## src/pkg/tsg_pkg.sv

```systemverilog
// Shared constants and types of the turbine shutdown and command gating block.
// Assumes a single 40 MHz clock and an APB3 register port.
`default_nettype none
package tsg_pkg;
    // ----------------------------------------
    // Timing
    // ----------------------------------------
    localparam int CLK_HZ = 40_000_000;
    localparam int SCAN_MS = 10;
    localparam int SCAN_CYC = CLK_HZ / 1000 * SCAN_MS;
    localparam int SEC_CYC = CLK_HZ;
    // ----------------------------------------
    // Contacts and history
    // ----------------------------------------
    localparam int NTRIP = 10;
    localparam int NALM = 10;
    localparam int HIST_DEPTH = 20;
    localparam int PIN_TRIP = 0;
    localparam int PIN_ALM = 10;
    localparam int PIN_CSTOP = 20;
    localparam int PIN_TSYNC = 21;
    localparam int PIN_LR = 22;
    localparam int NPIN = 23;
    // ----------------------------------------
    // Register offsets
    // ----------------------------------------
    localparam logic [7:0] OFS_CTRL = 8'h00;
    localparam logic [7:0] OFS_CEN = 8'h04;
    localparam logic [7:0] OFS_CMD = 8'h08;
    localparam logic [7:0] OFS_STAT = 8'h0c;
    localparam logic [7:0] OFS_FOUT = 8'h10;
    localparam logic [7:0] OFS_HSEL = 8'h14;
    localparam logic [7:0] OFS_HDAT = 8'h18;
    localparam logic [7:0] OFS_TPRE = 8'h1c;
    localparam logic [7:0] OFS_TOD = 8'h20;
    // ----------------------------------------
    // Field positions
    // ----------------------------------------
    localparam int C_LR_CFG = 0;
    localparam int C_KEEP_CON = 1;
    localparam int C_KEEP_S1 = 2;
    localparam int C_KEEP_S2 = 3;
    localparam int C_LR_BY_CON = 4;
    localparam int C_MAN_START = 5;
    localparam int C_IDLE_CFG = 6;
    localparam int C_SER_CFG = 7;
    localparam int C_TSYNC_EN = 8;
    localparam int C_CSCON_EN = 9;
    localparam int C_RST_CLR = 10;
    localparam int CTRL_W = 11;
    localparam logic [CTRL_W-1:0] CTRL_RST = 11'h000;
    localparam int CEN_ALM = 16;
    localparam int K_CS_START = 0;
    localparam int K_CS_ABORT = 1;
    localparam int K_RESET = 2;
    localparam int K_LOCAL = 3;
    localparam int K_REMOTE = 4;
    localparam int FO_VALID = 8;
    localparam int HD_CNT = 8;
    // ----------------------------------------
    // Types
    // ----------------------------------------
    typedef struct packed {
        logic trip;
        logic local_sel;
        logic remote_sel;
        logic cs_stop;
        logic cs_start;
    } tsg_ser_cmd_t;
    typedef struct packed {
        logic [4:0] hh;
        logic [5:0] mm;
        logic [5:0] ss;
    } tsg_tod_t;
    typedef struct packed {
        logic loops_off;
        logic extr_off;
        logic lp_lim_max;
        logic map_coupled;
        logic spd_ramp;
        logic hp_ramp;
    } tsg_cs_out_t;
endpackage
`default_nettype wire

```

## src/design/tsg_core.sv

```systemverilog
// Trip latching, first-out, trip history, relays, controlled stop,
// time-of-day sync and local/remote command gating behind APB3.
// Assumes contacts are asynchronous pins; serial commands and ramp
// status inputs come from logic on pclk.
//
// Notes on behaviour
// - Shutdown forces both valve outputs to zero and drops shutdown relays.
// - Ten trip contacts cause shutdown; ten alarm contacts only indicate.
// - First-out indication is latched; trip reset never clears it.
// - Keep last twenty trip entries; oldest dropped when full.
// - Trip relay copy mirrors the trip relay: energised, drops on shutdown.
// - Shutdown indication relay energises on shutdown until all trips clear.
// - Reset-clears-trip option also drops the shutdown indication relay.
// - Reject controlled stop under manual start without idle speeds.
// - Stop disables loops but speed/extraction, then extraction, couples map; here loops_off, extr_off, map_coupled all set at once in CS_DISABLE.
// - Then ramp speed setpoint to zero, then HP valve limiter to zero.
// - Stop ends in full shutdown and a controlled-stop message.
// - No automatic generator breaker open during controlled stop.
// - Start/abort from PC, contact or either serial port, no confirmation.
// - Controlled stop can be aborted at any step before completion.
// - Contact closure starts the stop, opening aborts it.
// - Serial start and stop are separate commands.
// - Time-sync closure loads hour, minute, second from preset.
// - Time-sync contact scanned each tick; load on rising edge.
// - Without local/remote, all contacts and configured serial are honoured.
// - Local mode ignores contacts and serial except the exempt ones.
// - Closed mode contact selects remote; remote honours all sources.
// - Per-source keep-in-local enables; local relay and remote status bit.
//
// Chosen here: the APB slave port and the placing of the registers.
`default_nettype none
module tsg_core
    import tsg_pkg::*;
#(
    parameter int SCAN_CYCLES = SCAN_CYC,
    parameter int SEC_CYCLES = SEC_CYC
) (
    input wire logic pclk,
    input wire logic presetn,
    input wire logic ce,
    input wire logic psel,
    input wire logic penable,
    input wire logic pwrite,
    input wire logic [7:0] paddr,
    input wire logic [31:0] pwdata,
    output logic [31:0] prdata,
    output logic pready,
    output logic pslverr,
    input wire logic [tsg_pkg::NPIN-1:0] contact_in,
    input wire logic ser1_valid,
    input wire tsg_pkg::tsg_ser_cmd_t ser1_cmd,
    input wire logic ser2_valid,
    input wire tsg_pkg::tsg_ser_cmd_t ser2_cmd,
    input wire logic spd_at_zero,
    input wire logic hp_lim_at_zero,
    output logic [1:0] valve_zero,
    output logic trip_relay,
    output logic trip_mirror_relay,
    output logic sd_ind_relay,
    output logic local_relay,
    output logic remote_stat,
    output tsg_pkg::tsg_cs_out_t cs_out
);
    import tsg_pkg::*;

    typedef enum logic [2:0] {
        CS_IDLE, CS_DISABLE, CS_SPD, CS_HP, CS_DONE
    } tsg_cs_state_t;

    function automatic logic [3:0] lowest(input logic [NTRIP-1:0] v);
        logic [3:0] r;
        r = 4'h0;
        for (int i = NTRIP - 1; i >= 0; i--) begin
            if (v[i]) begin
                r = 4'(i);
            end
        end
        return r;
    endfunction

    function automatic logic [4:0] wrap20(input logic [5:0] v);
        logic [5:0] r;
        r = (v >= 6'(HIST_DEPTH)) ? v - 6'(HIST_DEPTH) : v;
        return r[4:0];
    endfunction

    // ----------------------------------------
    // Contact synchronisers and scan
    // ----------------------------------------
    logic [NPIN-1:0] s1_q, s2_q, s3_q, flt_q, scan_q, prev_q;
    logic [18:0] scan_cnt_q;
    logic tick_q;

    always_ff @(posedge pclk or negedge presetn) begin
        if (!presetn) begin
            s1_q <= '0;
            s2_q <= '0;
            s3_q <= '0;
            flt_q <= '0;
        end else if (ce) begin
            s1_q <= contact_in;
            s2_q <= s1_q;
            s3_q <= s2_q;
            flt_q <= (~(s2_q ^ s3_q) & s3_q) | ((s2_q ^ s3_q) & flt_q);
        end
    end

    always_ff @(posedge pclk or negedge presetn) begin
        if (!presetn) begin
            scan_cnt_q <= '0;
            tick_q <= 1'b0;
            scan_q <= '0;
            prev_q <= '0;
        end else if (ce) begin
            tick_q <= (scan_cnt_q == 19'(SCAN_CYCLES - 1));
            scan_cnt_q <= (scan_cnt_q == 19'(SCAN_CYCLES - 1)) ? '0
                : scan_cnt_q + 19'h1;
            if (tick_q) begin
                scan_q <= flt_q;
                prev_q <= scan_q;
            end
        end
    end

    // ----------------------------------------
    // Registers and command gating
    // ----------------------------------------
    logic [CTRL_W-1:0] ctrl_q;
    logic [NTRIP-1:0] trip_en_q;
    logic [NALM-1:0] alm_en_q;
    logic [4:0] hsel_q;
    tsg_tod_t tpre_q, tod_q;
    logic remote_q, trip_q, cs_msg_q, cs_rej_q, fo_valid_q;
    logic [3:0] fo_idx_q;
    tsg_cs_state_t cs_q, cs_d;
    logic wr_en, scan_new;
    logic [4:0] cmd;
    logic con_ok, s1_ok, s2_ok, s1_any, s2_any, lr_on;

    assign wr_en = psel & penable & pready & pwrite;
    assign cmd = (wr_en && paddr == OFS_CMD) ? pwdata[4:0] : 5'h00;
    assign scan_new = tick_q;
    assign s1_any = ser1_valid & ctrl_q[C_SER_CFG];
    assign s2_any = ser2_valid & ctrl_q[C_SER_CFG];
    assign lr_on = ctrl_q[C_LR_CFG];
    // Trip, alarm and mode contacts bypass these gates
    assign con_ok = !lr_on | remote_q | ctrl_q[C_KEEP_CON];
    assign s1_ok = s1_any & (!lr_on | remote_q | ctrl_q[C_KEEP_S1]);
    assign s2_ok = s2_any & (!lr_on | remote_q | ctrl_q[C_KEEP_S2]);

    always_ff @(posedge pclk or negedge presetn) begin
        if (!presetn) begin
            ctrl_q <= CTRL_RST;
            trip_en_q <= '0;
            alm_en_q <= '0;
            hsel_q <= '0;
            tpre_q <= '0;
        end else if (ce && wr_en) begin
            unique case (paddr)
                OFS_CTRL: ctrl_q <= pwdata[CTRL_W-1:0];
                OFS_CEN: begin
                    trip_en_q <= pwdata[NTRIP-1:0];
                    alm_en_q <= pwdata[CEN_ALM +: NALM];
                end
                OFS_HSEL: hsel_q <= pwdata[4:0];
                OFS_TPRE: tpre_q <= pwdata[16:0];
                default: ;
            endcase
        end
    end

    // Serial mode-select stays live in local mode; contact wins if chosen
    always_ff @(posedge pclk or negedge presetn) begin
        if (!presetn) begin
            remote_q <= 1'b1;
        end else if (ce) begin
            if (ctrl_q[C_LR_BY_CON]) begin
                remote_q <= scan_q[PIN_LR];
            end else if (cmd[K_REMOTE] | (s1_any & ser1_cmd.remote_sel)
                    | (s2_any & ser2_cmd.remote_sel)) begin
                remote_q <= 1'b1;
            end else if (cmd[K_LOCAL] | (s1_any & ser1_cmd.local_sel)
                    | (s2_any & ser2_cmd.local_sel)) begin
                remote_q <= 1'b0;
            end
        end
    end

    // ----------------------------------------
    // Trip latch and relays
    // ----------------------------------------
    logic [NTRIP-1:0] trip_act, trip_rise;
    logic trip_set, trip_clr, trip_d;

    assign trip_act = scan_q[PIN_TRIP +: NTRIP] & trip_en_q;
    assign trip_rise = trip_act & ~prev_q[PIN_TRIP +: NTRIP];
    assign trip_set = |trip_act | (s1_any & ser1_cmd.trip)
        | (s2_any & ser2_cmd.trip) | (cs_q == CS_DONE);
    assign trip_clr = cmd[K_RESET] & ctrl_q[C_RST_CLR] & ~|trip_act;
    assign trip_d = trip_set | (trip_q & ~trip_clr);

    always_ff @(posedge pclk or negedge presetn) begin
        if (!presetn) begin
            trip_q <= 1'b0;
            valve_zero <= 2'b00;
            trip_relay <= 1'b1;
            trip_mirror_relay <= 1'b1;
            sd_ind_relay <= 1'b0;
        end else if (ce) begin
            trip_q <= trip_d;
            valve_zero <= {2{trip_d}};
            trip_relay <= ~trip_d;
            trip_mirror_relay <= ~trip_d;
            // Held while any trip is latched or any enabled trip contact is closed
            sd_ind_relay <= trip_d | (|trip_act);
        end
    end

    always_ff @(posedge pclk or negedge presetn) begin
        if (!presetn) begin
            local_relay <= 1'b0;
            remote_stat <= 1'b1;
        end else if (ce) begin
            local_relay <= lr_on & ~remote_q;
            remote_stat <= remote_q | ~lr_on;
        end
    end

    // ----------------------------------------
    // First-out and history
    // ----------------------------------------
    logic [NTRIP-1:0] pend_q;
    logic [3:0] hist_q [HIST_DEPTH];
    logic [4:0] wp_q, hcnt_q, rd_idx;
    logic [3:0] pend_lo;

    // Power-on reset only; the trip reset command has no path here
    always_ff @(posedge pclk or negedge presetn) begin
        if (!presetn) begin
            fo_valid_q <= 1'b0;
            fo_idx_q <= '0;
        end else if (ce && !trip_q && |trip_act) begin
            fo_valid_q <= 1'b1;
            fo_idx_q <= lowest(trip_act);
        end
    end

    assign pend_lo = lowest(pend_q);

    // One entry per cycle drains simultaneous trips in input order
    always_ff @(posedge pclk or negedge presetn) begin
        if (!presetn) begin
            pend_q <= '0;
            wp_q <= '0;
            hcnt_q <= '0;
        end else if (ce) begin
            pend_q <= (scan_new ? trip_rise : '0)
                | (pend_q & ~(NTRIP'(1) << pend_lo));
            if (|pend_q) begin
                wp_q <= wrap20({1'b0, wp_q} + 6'h01);
                if (hcnt_q != 5'(HIST_DEPTH)) begin
                    hcnt_q <= hcnt_q + 5'h01;
                end
            end
        end
    end

    always_ff @(posedge pclk) begin
        if (ce && |pend_q) begin
            hist_q[wp_q] <= pend_lo;
        end
    end

    // Entry zero is the newest
    assign rd_idx = wrap20({1'b0, wp_q} + 6'(HIST_DEPTH - 1)
        - {1'b0, hsel_q});

    // ----------------------------------------
    // Controlled stop
    // ----------------------------------------
    logic cs_start, cs_abort, cs_reject, con_cs;

    assign con_cs = scan_new & con_ok & ctrl_q[C_CSCON_EN];
    // No confirmation on contact or serial requests
    assign cs_start = cmd[K_CS_START]
        | (con_cs & scan_q[PIN_CSTOP] & ~prev_q[PIN_CSTOP])
        | (s1_ok & ser1_cmd.cs_start) | (s2_ok & ser2_cmd.cs_start);
    assign cs_abort = cmd[K_CS_ABORT]
        | (con_cs & ~scan_q[PIN_CSTOP] & prev_q[PIN_CSTOP])
        | (s1_ok & ser1_cmd.cs_stop) | (s2_ok & ser2_cmd.cs_stop);
    assign cs_reject = ctrl_q[C_MAN_START] & ~ctrl_q[C_IDLE_CFG];

    // Breaker stays with the plant: no open command is ever produced
    always_comb begin
        cs_d = cs_q;
        unique case (cs_q)
            CS_IDLE: begin
                if (cs_start && !cs_reject && !trip_q) begin
                    cs_d = CS_DISABLE;
                end
            end
            CS_DISABLE: cs_d = CS_SPD;
            CS_SPD: begin
                if (spd_at_zero) begin
                    cs_d = CS_HP;
                end
            end
            CS_HP: begin
                if (hp_lim_at_zero) begin
                    cs_d = CS_DONE;
                end
            end
            CS_DONE: cs_d = CS_IDLE;
            default: cs_d = CS_IDLE;
        endcase
        if (cs_q != CS_IDLE && cs_q != CS_DONE && (cs_abort || trip_q)) begin
            cs_d = CS_IDLE;
        end
    end

    always_ff @(posedge pclk or negedge presetn) begin
        if (!presetn) begin
            cs_q <= CS_IDLE;
            cs_out <= '0;
        end else if (ce) begin
            cs_q <= cs_d;
            cs_out.loops_off <= cs_d != CS_IDLE;
            cs_out.extr_off <= cs_d != CS_IDLE;
            cs_out.lp_lim_max <= cs_d != CS_IDLE;
            cs_out.map_coupled <= cs_d != CS_IDLE;
            cs_out.spd_ramp <= cs_d == CS_SPD || cs_d == CS_HP;
            cs_out.hp_ramp <= cs_d == CS_HP;
        end
    end

    // Message and reject flag: set wins over reset command
    always_ff @(posedge pclk or negedge presetn) begin
        if (!presetn) begin
            cs_msg_q <= 1'b0;
            cs_rej_q <= 1'b0;
        end else if (ce) begin
            cs_msg_q <= (cs_q == CS_DONE) | (cs_msg_q & ~cmd[K_RESET]);
            cs_rej_q <= ((cs_q == CS_IDLE) & cs_start & cs_reject)
                | (cs_rej_q & ~cmd[K_RESET]);
        end
    end

    // ----------------------------------------
    // Time of day
    // ----------------------------------------
    logic [25:0] sec_cnt_q;
    logic tsync_load;

    assign tsync_load = scan_new & ctrl_q[C_TSYNC_EN] & con_ok
        & scan_q[PIN_TSYNC] & ~prev_q[PIN_TSYNC];

    always_ff @(posedge pclk or negedge presetn) begin
        if (!presetn) begin
            sec_cnt_q <= '0;
            tod_q <= '0;
        end else if (ce) begin
            if (tsync_load) begin
                sec_cnt_q <= '0;
                tod_q <= tpre_q;
            end else if (sec_cnt_q == 26'(SEC_CYCLES - 1)) begin
                sec_cnt_q <= '0;
                tod_q.ss <= (tod_q.ss == 6'd59) ? 6'd0 : tod_q.ss + 6'd1;
                if (tod_q.ss == 6'd59) begin
                    tod_q.mm <= (tod_q.mm == 6'd59) ? 6'd0 : tod_q.mm + 6'd1;
                    if (tod_q.mm == 6'd59) begin
                        tod_q.hh <= (tod_q.hh == 5'd23) ? 5'd0
                            : tod_q.hh + 5'd1;
                    end
                end
            end else begin
                sec_cnt_q <= sec_cnt_q + 26'h1;
            end
        end
    end

    // ----------------------------------------
    // APB slave
    // ----------------------------------------
    logic [31:0] rd_d;
    logic map_hit;

    always_comb begin
        rd_d = 32'h0;
        map_hit = 1'b1;
        unique case (paddr)
            OFS_CTRL: rd_d[CTRL_W-1:0] = ctrl_q;
            OFS_CEN: rd_d = {6'h0, alm_en_q, 6'h0, trip_en_q};
            OFS_CMD: rd_d = 32'h0;
            OFS_STAT: rd_d = {6'h0, scan_q[PIN_ALM +: NALM] & alm_en_q, 9'h0,
                cs_rej_q, cs_msg_q, cs_q != CS_IDLE, local_relay,
                remote_stat, sd_ind_relay, trip_q};
            OFS_FOUT: rd_d = {23'h0, fo_valid_q, 4'h0, fo_idx_q};
            OFS_HSEL: rd_d = {27'h0, hsel_q};
            OFS_HDAT: rd_d = {19'h0, hcnt_q, 4'h0,
                (hsel_q < hcnt_q) ? hist_q[rd_idx] : 4'h0};
            OFS_TPRE: rd_d = {15'h0, tpre_q};
            OFS_TOD: rd_d = {15'h0, tod_q};
            default: map_hit = 1'b0;
        endcase
    end

    always_ff @(posedge pclk or negedge presetn) begin
        if (!presetn) begin
            pready <= 1'b0;
            prdata <= '0;
            pslverr <= 1'b0;
        end else if (ce) begin
            pready <= psel & penable & ~pready;
            if (psel && penable && !pready) begin
                prdata <= pwrite ? 32'h0 : rd_d;
                pslverr <= ~map_hit;
            end else begin
                pslverr <= 1'b0;
            end
        end
    end

    // ----------------------------------------
    // Checks
    // ----------------------------------------
    a_valve_force_zero: assert property (@(posedge pclk) disable iff (!presetn)
        ce && trip_set |=> valve_zero == 2'b11 && !trip_relay)
        else $error("valves not forced to zero on trip");
    a_mirror_relay_match: assert property (@(posedge pclk)
        disable iff (!presetn) trip_mirror_relay == trip_relay)
        else $error("trip relay copy differs");
    a_sd_ind_hold: assert property (@(posedge pclk) disable iff (!presetn)
        ce && sd_ind_relay && |trip_act |=> sd_ind_relay)
        else $error("shutdown indication dropped with trip active");
    a_first_out_stable: assert property (@(posedge pclk)
        disable iff (!presetn)
        fo_valid_q && trip_q |=> $stable(fo_idx_q) && fo_valid_q)
        else $error("first-out changed while latched");
    a_hist_count_max: assert property (@(posedge pclk) disable iff (!presetn)
        hcnt_q <= 5'(HIST_DEPTH) && wp_q < 5'(HIST_DEPTH))
        else $error("history pointer out of range");
    a_cstop_reject: assert property (@(posedge pclk) disable iff (!presetn)
        ce && cs_q == CS_IDLE && cs_reject |=> cs_q == CS_IDLE)
        else $error("controlled stop started while not allowed");
    a_cstop_end_trip: assert property (@(posedge pclk) disable iff (!presetn)
        ce && cs_q == CS_HP && hp_lim_at_zero && !cs_abort && !trip_q
        ##1 ce |=> trip_q && cs_msg_q && valve_zero == 2'b11)
        else $error("controlled stop did not end in shutdown");
    a_cstop_abort: assert property (@(posedge pclk) disable iff (!presetn)
        ce && cs_abort && cs_q inside {CS_DISABLE, CS_SPD, CS_HP}
        |=> cs_q == CS_IDLE && cs_out == '0)
        else $error("abort not honoured");
    a_tsync_load: assert property (@(posedge pclk) disable iff (!presetn)
        ce && tsync_load |=> tod_q == $past(tpre_q))
        else $error("time-of-day not loaded from preset");
    a_local_relay: assert property (@(posedge pclk) disable iff (!presetn)
        ce |=> local_relay == ($past(lr_on) && !$past(remote_q)))
        else $error("local relay wrong");
endmodule
`default_nettype wire

```

## config.mk

```make
export PLATFORM = sky130hd
export DESIGN_NAME = tsg_core
export DESIGN_NICKNAME = d
export VERILOG_FILES = /design/src/pkg/tsg_pkg.sv /design/src/design/tsg_core.sv
export SDC_FILE = /design/constraint.sdc
export NUM_CORES = 1
export LEC_CHECK = 0
export BUFFER_PORTS_ARGS = -buffer_cell sky130_fd_sc_hd__buf_2
export CAP_MARGIN = 20
export CELL_PAD_IN_SITES_DETAIL_PLACEMENT = 1
export CELL_PAD_IN_SITES_GLOBAL_PLACEMENT = 2
export CORE_ASPECT_RATIO = 1.2
export CORE_UTILIZATION = 35
export CTS_CLUSTER_SIZE = 20
export DETAILED_ROUTE_END_ITERATION = 7
export HOLD_SLACK_MARGIN = 0.05
export PLACE_DENSITY = 0.71
export REMOVE_ABC_BUFFERS = 1
export SYNTH_ARGS = -nofsm -noshare
export SYNTH_HDL_FRONTEND = slang
export SYNTH_SLANG_ARGS = --single-unit
```

## constraint.sdc

```tcl
create_clock -name pclk -period 3.51 [get_ports pclk]
set_clock_uncertainty 0.15 [all_clocks]
set_input_delay 0.702 -clock pclk [delete_from_list [all_inputs] [get_ports pclk]]
set_output_delay 0.702 -clock pclk [all_outputs]
set_load 0.01 [all_outputs]
```

# Word level (Yosys, flattened, before mapping)
# Memory sizes are Yosys's and may differ from the RTL's.
# Index checks and enable logic that the tools add are counted.
[word_totals] reg_bits=327 ram_bits=80 input_bits=83 output_inout_bits=47 word_cells=250 mem_count=1
[memory_table] name="hist_q" depth=20 width=4 read_ports=1 rd_ports_with_merged_regs=0 write_ports=1 line="tsg_core.sv:233" source="logic [3:0] hist_q [HIST_DEPTH];"
[op_classes] n_addsub=11 magnitude_cmp=3 eq_ne=21 n_shift=1 mux=50 bitwise_logic=82 reduce_logical=41
[ops] operator="$pmux W11 S8" count=1
[ops] operator="$mux W4" count=21
[ops] operator="$pmux W15 S5" count=1
[ops] operator="$mux W26" count=2
[ops] operator="$and A23 B23 Y23" count=2
[ops] operator="$and A10 B10 Y10" count=4
[ops] operator="$and A1 B1 Y1" count=37
[ops] operator="$mux W17" count=2
[ops] operator="$eq A8 B5 Y1 const B" count=4
[ops] operator="$mux W32" count=1
[ops] operator="$add A26 B1 Y26 const B" count=1
[ops] operator="$eq A26 B26 Y1 const B" count=1
[ops] operator="$mux W5" count=5
[ops] operator="$not A23 Y23" count=1
[ops] operator="$or A23 B23 Y23" count=1
[ops] operator="$xor A23 B23 Y23" count=1
[ops] operator="$or A1 B1 Y1" count=22
[ops] operator="$not A10 Y10" count=2
[ops] operator="$reduce_or A10 Y1" count=2
[ops] operator="$add A19 B1 Y19 const B" count=1
[ops] operator="$eq A19 B19 Y1 const B" count=1
[ops] operator="$mux W19" count=1
[ops] operator="$reduce_and A2 Y1" count=9
[ops] operator="$eq A8 B4 Y1 const B" count=2
[ops] operator="36 further kinds" count=84

# Longest topological paths before layout
[logic_depth] depth_word=17 ltp_mapped=16 mapped_depth_nobuf=14

# Worst setup path after synthesis
# No wires, ideal clock.
[synth_path] kind="reg-to-reg" from="register wp_q[2]" to="register prdata[3]" setup_ns=0.125 arrival_time_ns=3.432 required_time_ns=3.235 path_slack_ns=-0.197 path_stages_with_launch=16 period_less_slack_ns=3.707 cell_sequence="dfrtp_1 > clkbuf_1 > inv_1 > ha_1 > inv_1 > fa_1 > xor2_2 > inv_2 > ha_1 > clkbuf_1 > clkbuf_1 > mux4_2 > a211oi_1 > a21oi_1 > a21oi_1 > o21ai_1"
[synth_via] elab_chain_len=8
[synth_lines] element="from (decl)" line="tsg_core.sv:234" source="logic [4:0] wp_q, hcnt_q, rd_idx;"
[synth_lines] element="from (signal assigned)" line="tsg_core.sv:260" source="wp_q <= wrap20({1'b0, wp_q} + 6'h01);"
[synth_lines] element="$add A5 B5 Y6 *" line="tsg_core.sv:275" source="assign rd_idx = wrap20({1'b0, wp_q} + 6'(HIST_DEPTH - 1)"
[synth_lines] element="$sub A6 B5 Y6 *" line="tsg_core.sv:276" source="- {1'b0, hsel_q});"
[synth_lines] element="$sub A5 B5 Y5 or $ge A6 B5 Y1 (tied branches)" line="tsg_core.sv:83" source="r = (v >= 6'(HIST_DEPTH)) ? v - 6'(HIST_DEPTH) : v;"
[synth_lines] element="$mux W5 *" line="tsg_core.sv:83"
[synth_lines] element="$mem_v2 Z20 W4 *"
[synth_lines] element="$mux W4 *" line="tsg_core.sv:400" source="(hsel_q < hcnt_q) ? hist_q[rd_idx] : 4'h0};"
[synth_lines] element="$pmux W11 S8 *" line="tsg_core.sv:390" source="unique case (paddr)"
[synth_lines] element="$mux W32 *" line="tsg_core.sv:415" source="prdata <= pwrite ? 32'h0 : rd_d;"
[synth_lines] element="to (signal assigned)" line="tsg_core.sv:415"
[synth_lines] element="to (decl)" line="tsg_core.sv:46" source="output logic [31:0] prdata,"
# Every way passes the cells marked *; elsewhere a longest branch is shown, timed or not.
# A chain may end at the register's enable or synchronous reset.

# Final worst setup path
[layout_path] from="register hsel_q[1]" to="register prdata[2]"
[layout_via] elab_chain_len=7
[layout_lines] element="from (decl)" line="tsg_core.sv:131" source="logic [4:0] hsel_q;"
[layout_lines] element="from (signal assigned)" line="tsg_core.sv:165" source="OFS_HSEL: hsel_q <= pwdata[4:0];"
[layout_lines] element="$sub A6 B5 Y6" line="tsg_core.sv:276"
[layout_lines] element="$sub A5 B5 Y5 or $ge A6 B5 Y1 (tied branches)" line="tsg_core.sv:83"
[layout_lines] element="$mux W5" line="tsg_core.sv:83"
[layout_lines] element="$mem_v2 Z20 W4"
[layout_lines] element="$mux W4 *" line="tsg_core.sv:400"
[layout_lines] element="$pmux W11 S8 *" line="tsg_core.sv:390"
[layout_lines] element="$mux W32 *" line="tsg_core.sv:415"
# Marked as above.

==> impl_metrics.toml <==
[die]
core_mm2 = 0.0514
die_w_um = 210
io_pins = 130
start_util_pct = 35.5
die_h_um = 252
die_area_mm2 = 0.0530
num_rows = 91

[hold_path]
min_to = "alm_en_q[9]$_DFFE_PN0P_"
holdPathStages = 2
holdCritStartpoint = "pwdata[25]"
min_path_type = "input port to flop"

[yosys]
syn_inst = 1541
synth_edf_count = 80
synthAdderAreaFrac_pct = 2.10
synth_top_family_by_area = "multiplexers"
synth_seq_area_share_pct = 55.8
synth.avg_cell_area_um2 = 11.8
syn_area_mm2 = 0.0182
synthSimpleGateAreaFrac_pct = 10.4
yosys.area_share.xor_xnor_pct = 2.01
synthMuxAreaShare_pct = 13.6
synth-main-ff-cell = "dfrtp_1"
synth.ff_latch_count = 390
ys_types = 88
synth-compound-area-share_pct = 12.6
synth_async_sr_flop_share_pct = 79.5
ys_warn_count = 0

[final_layout]
instances_no_fill = 2405
areaGrowthSynthToFinish_pct = 16.9
drive_above_1_share_pct = 25.8
nets = 1787

[critical_path]
end_kind = "flop"
worstSetupPathType = "flop to flop"
cp_slowest_stage_delay_ps = 410
worst_path_most_repeated_cell = "ha_4"
critPathLaunchType = "flop"
r2r_end = "prdata[2]$_DFFE_PN0P_"
crit_path_max_fanout = 5
cp.arrival_ps = 3720
r2r_slack_ps = 140
regToRegStartpoint = "hsel_q[1]$_DFFE_PN0P_"
cp_cell_sequence = "inv_1, ha_4, ha_4, fa_2, xor2_2, inv_2, ha_4, or3b_4, a2bb2oi_4, a2bb2oi_4, a211o_1, a221oi_1, a21oi_1, o21ai_1"
required_ps = 3860
cpMaxStageDelayCell = "fa_2"
ff2ff_path_depth = 14
critPathLaunch = "hsel_q[1]$_DFFE_PN0P_"

[run]
cap_violations = 0

[clock_tree]
clock_sinks = 390
cts_inserted_buffers = 43
clk_pin_slew_ps = 60
clk-insertion-delay-late_ps = 580
root_buffer = "clkbuf_16"
cts_buffer_depth = 3
cts_tree = "yes"
cts_max_level = 2

[route]
first_pass_iters = 4
drc = 0
vias_per_cell = 5.29
vias = 12700
wl_per_cell_um = 20.4
routed_wl_mm = 49.0
drt_iter0_markers = 542
ant_nets = 0

[power_and_ir_drop]
p_leak_nw = 9.48
p_per_area_mw_per_mm2 = 539
fin_total_pwr_mw = 11.5
peakVddDrop_mv = 0.364

[global_routing]
grt_pass1_vias = 13400
grt.overflow.total = 0
track_usage_pct = 19.0
grt_pass1_wl_mm = 77.8
grt_max_degree = 82
antenna_found_initial = 4

[sta]
period_share_pct = 96.1
setup_violations = 0
slew_viol_final = 0
fin_crit_ps = 3370
fmax_mhz = 296
whs_ps = 209
slew_headroom_pct = 47.5
rsz0062_at_grt = "no"
worstMarginPinSlew_ps = 787
setup_tns_ps = 0
hold_viol_final = 0

[placement]
place.port_buffers = 117
hpwl_mm = 35.4
place_congestion = 0.853
dpl.cell_count = 2322

[outcome]
status = "completed"
metal layers:
metal	global-route usage, %	wire (µm)
met1	23.9	20900
met2	33.5	25300
met3	3.04	1780
met4	5.05	1010
met5	0	16
kinds of logic after synthesis:
logic type	count (synthesis)
compound gates	360
xor+xnor	41
fa+ha+maj	30
buf+inv	147
flops	390
mux	195
other cells	1
simple gates	377
synthesized netlist by cell type (18+ instances only):
cell type  instances  share of area (%)
o21ai_0          134                3.7
edfxtp_1          80                 13
a21oi_1           63                1.7
nand3_1           33               0.91
nor2_1            95                2.0
nand2_1          113                2.3
mux2i_1           20                1.1
mux4_2            23                2.8
clkbuf_1          53                1.1
dfrtp_1          307                 42
xor2_1            18               0.87
nor3_1            21               0.58
xnor2_1           22                1.1
nand4_1           19               0.65
inv_1             59                1.2
mux2_2           148                9.1
ha_1              29                2.0
layout make-up:
type                       instances  area [µm²]
antenna                            2        5.00
clock buffer                      61        1240
clock inverter                    16         205
fill                            5510       30000
inverter                          61         229
multi-input combinational       1010        7520
sequential                       390       10200
tap                              697         872
timing repair buffer             168        1070
sequential cells by signal, summed over array words and instances, names as in the netlist, 3 cells and up, named ones only:
signal / flops
scan_q: 23
tod_q: 17
prdata: 26
cs_q: 3
s1_q: 23
hist_q: 80
pend_q: 10
alm_en_q: 10
scan_cnt_q: 19
prev_q: 12
hsel_q: 5
trip_en_q: 10
s3_q: 23
hcnt_q: 5
cs_out: 3
tpre_q: 17
ctrl_q: 11
sec_cnt_q: 26
s2_q: 23
fo_idx_q: 4
wp_q: 5
cells in the final DEF (no fill, tap or decap), drive strengths merged, types with 16 or more instances in the layout:
cell type,count
nor2,95
edfxtp,80
dfrtp,307
nand2,113
nand4,19
a31oi,16
clkbuf,61
ha,29
inv,66
a21o,16
xor2,19
nor3,25
mux2,149
a21oi,64
xnor2,22
o21ai,149
mux2i,20
mux4,26
nand3,34
buf,167
worst max-delay path by stage:
stage,to,cells after the start
finish,prdata[2]$_DFFE_PN0P_,14
global route,prdata[3]$_DFFE_PN0P_,15
CTS,prdata[1]$_DFFE_PN0P_,12
detailed placement,prdata[0]$_DFFE_PN0P_,14
global placement,prdata[1]$_DFFE_PN0P_,12
floorplan,prdata[1]$_DFFE_PN0P_,10
worst max-delay path, delay by kind of cell, from the launching register on:
family	cells	cell delay, ps
buffers and inverters	2	180
adder cells (fa/ha/maj)	4	890
AND/OR/NAND/NOR	1	380
XOR/XNOR	1	200
flip-flops	1	380
AO/OA/AOI/OAI	6	1110
timing repair:
item / CTS / global route
endpoints found under the setup margin: 4 / 4
hold buffers: 1 / 0
pin swaps: 0 / 6
hold endpoints to repair: 71 / 0
resized for setup: 4 / 9
setup buffers: 0 / 2
gates cloned: 0 / 1
power by group:
group,total [mW],internal [mW],leakage (nW),switching [mW]
clock,4.65,2.77,0.714,1.88
sequential,5.24,4.95,5.00,0.295
combinational,1.59,0.719,3.77,0.866
metrics by stage:
stage	utilization, %	area, µm²	setup slack, ps
floorplan	-	17800	-436
global placement	38.4	19700	46.1
detailed placement	38.4	19700	-135
CTS	41.3	21200	37.9
global route	41.5	21300	16.6
finish	41.5	21300	136
(Power assumes the default switching activity.)
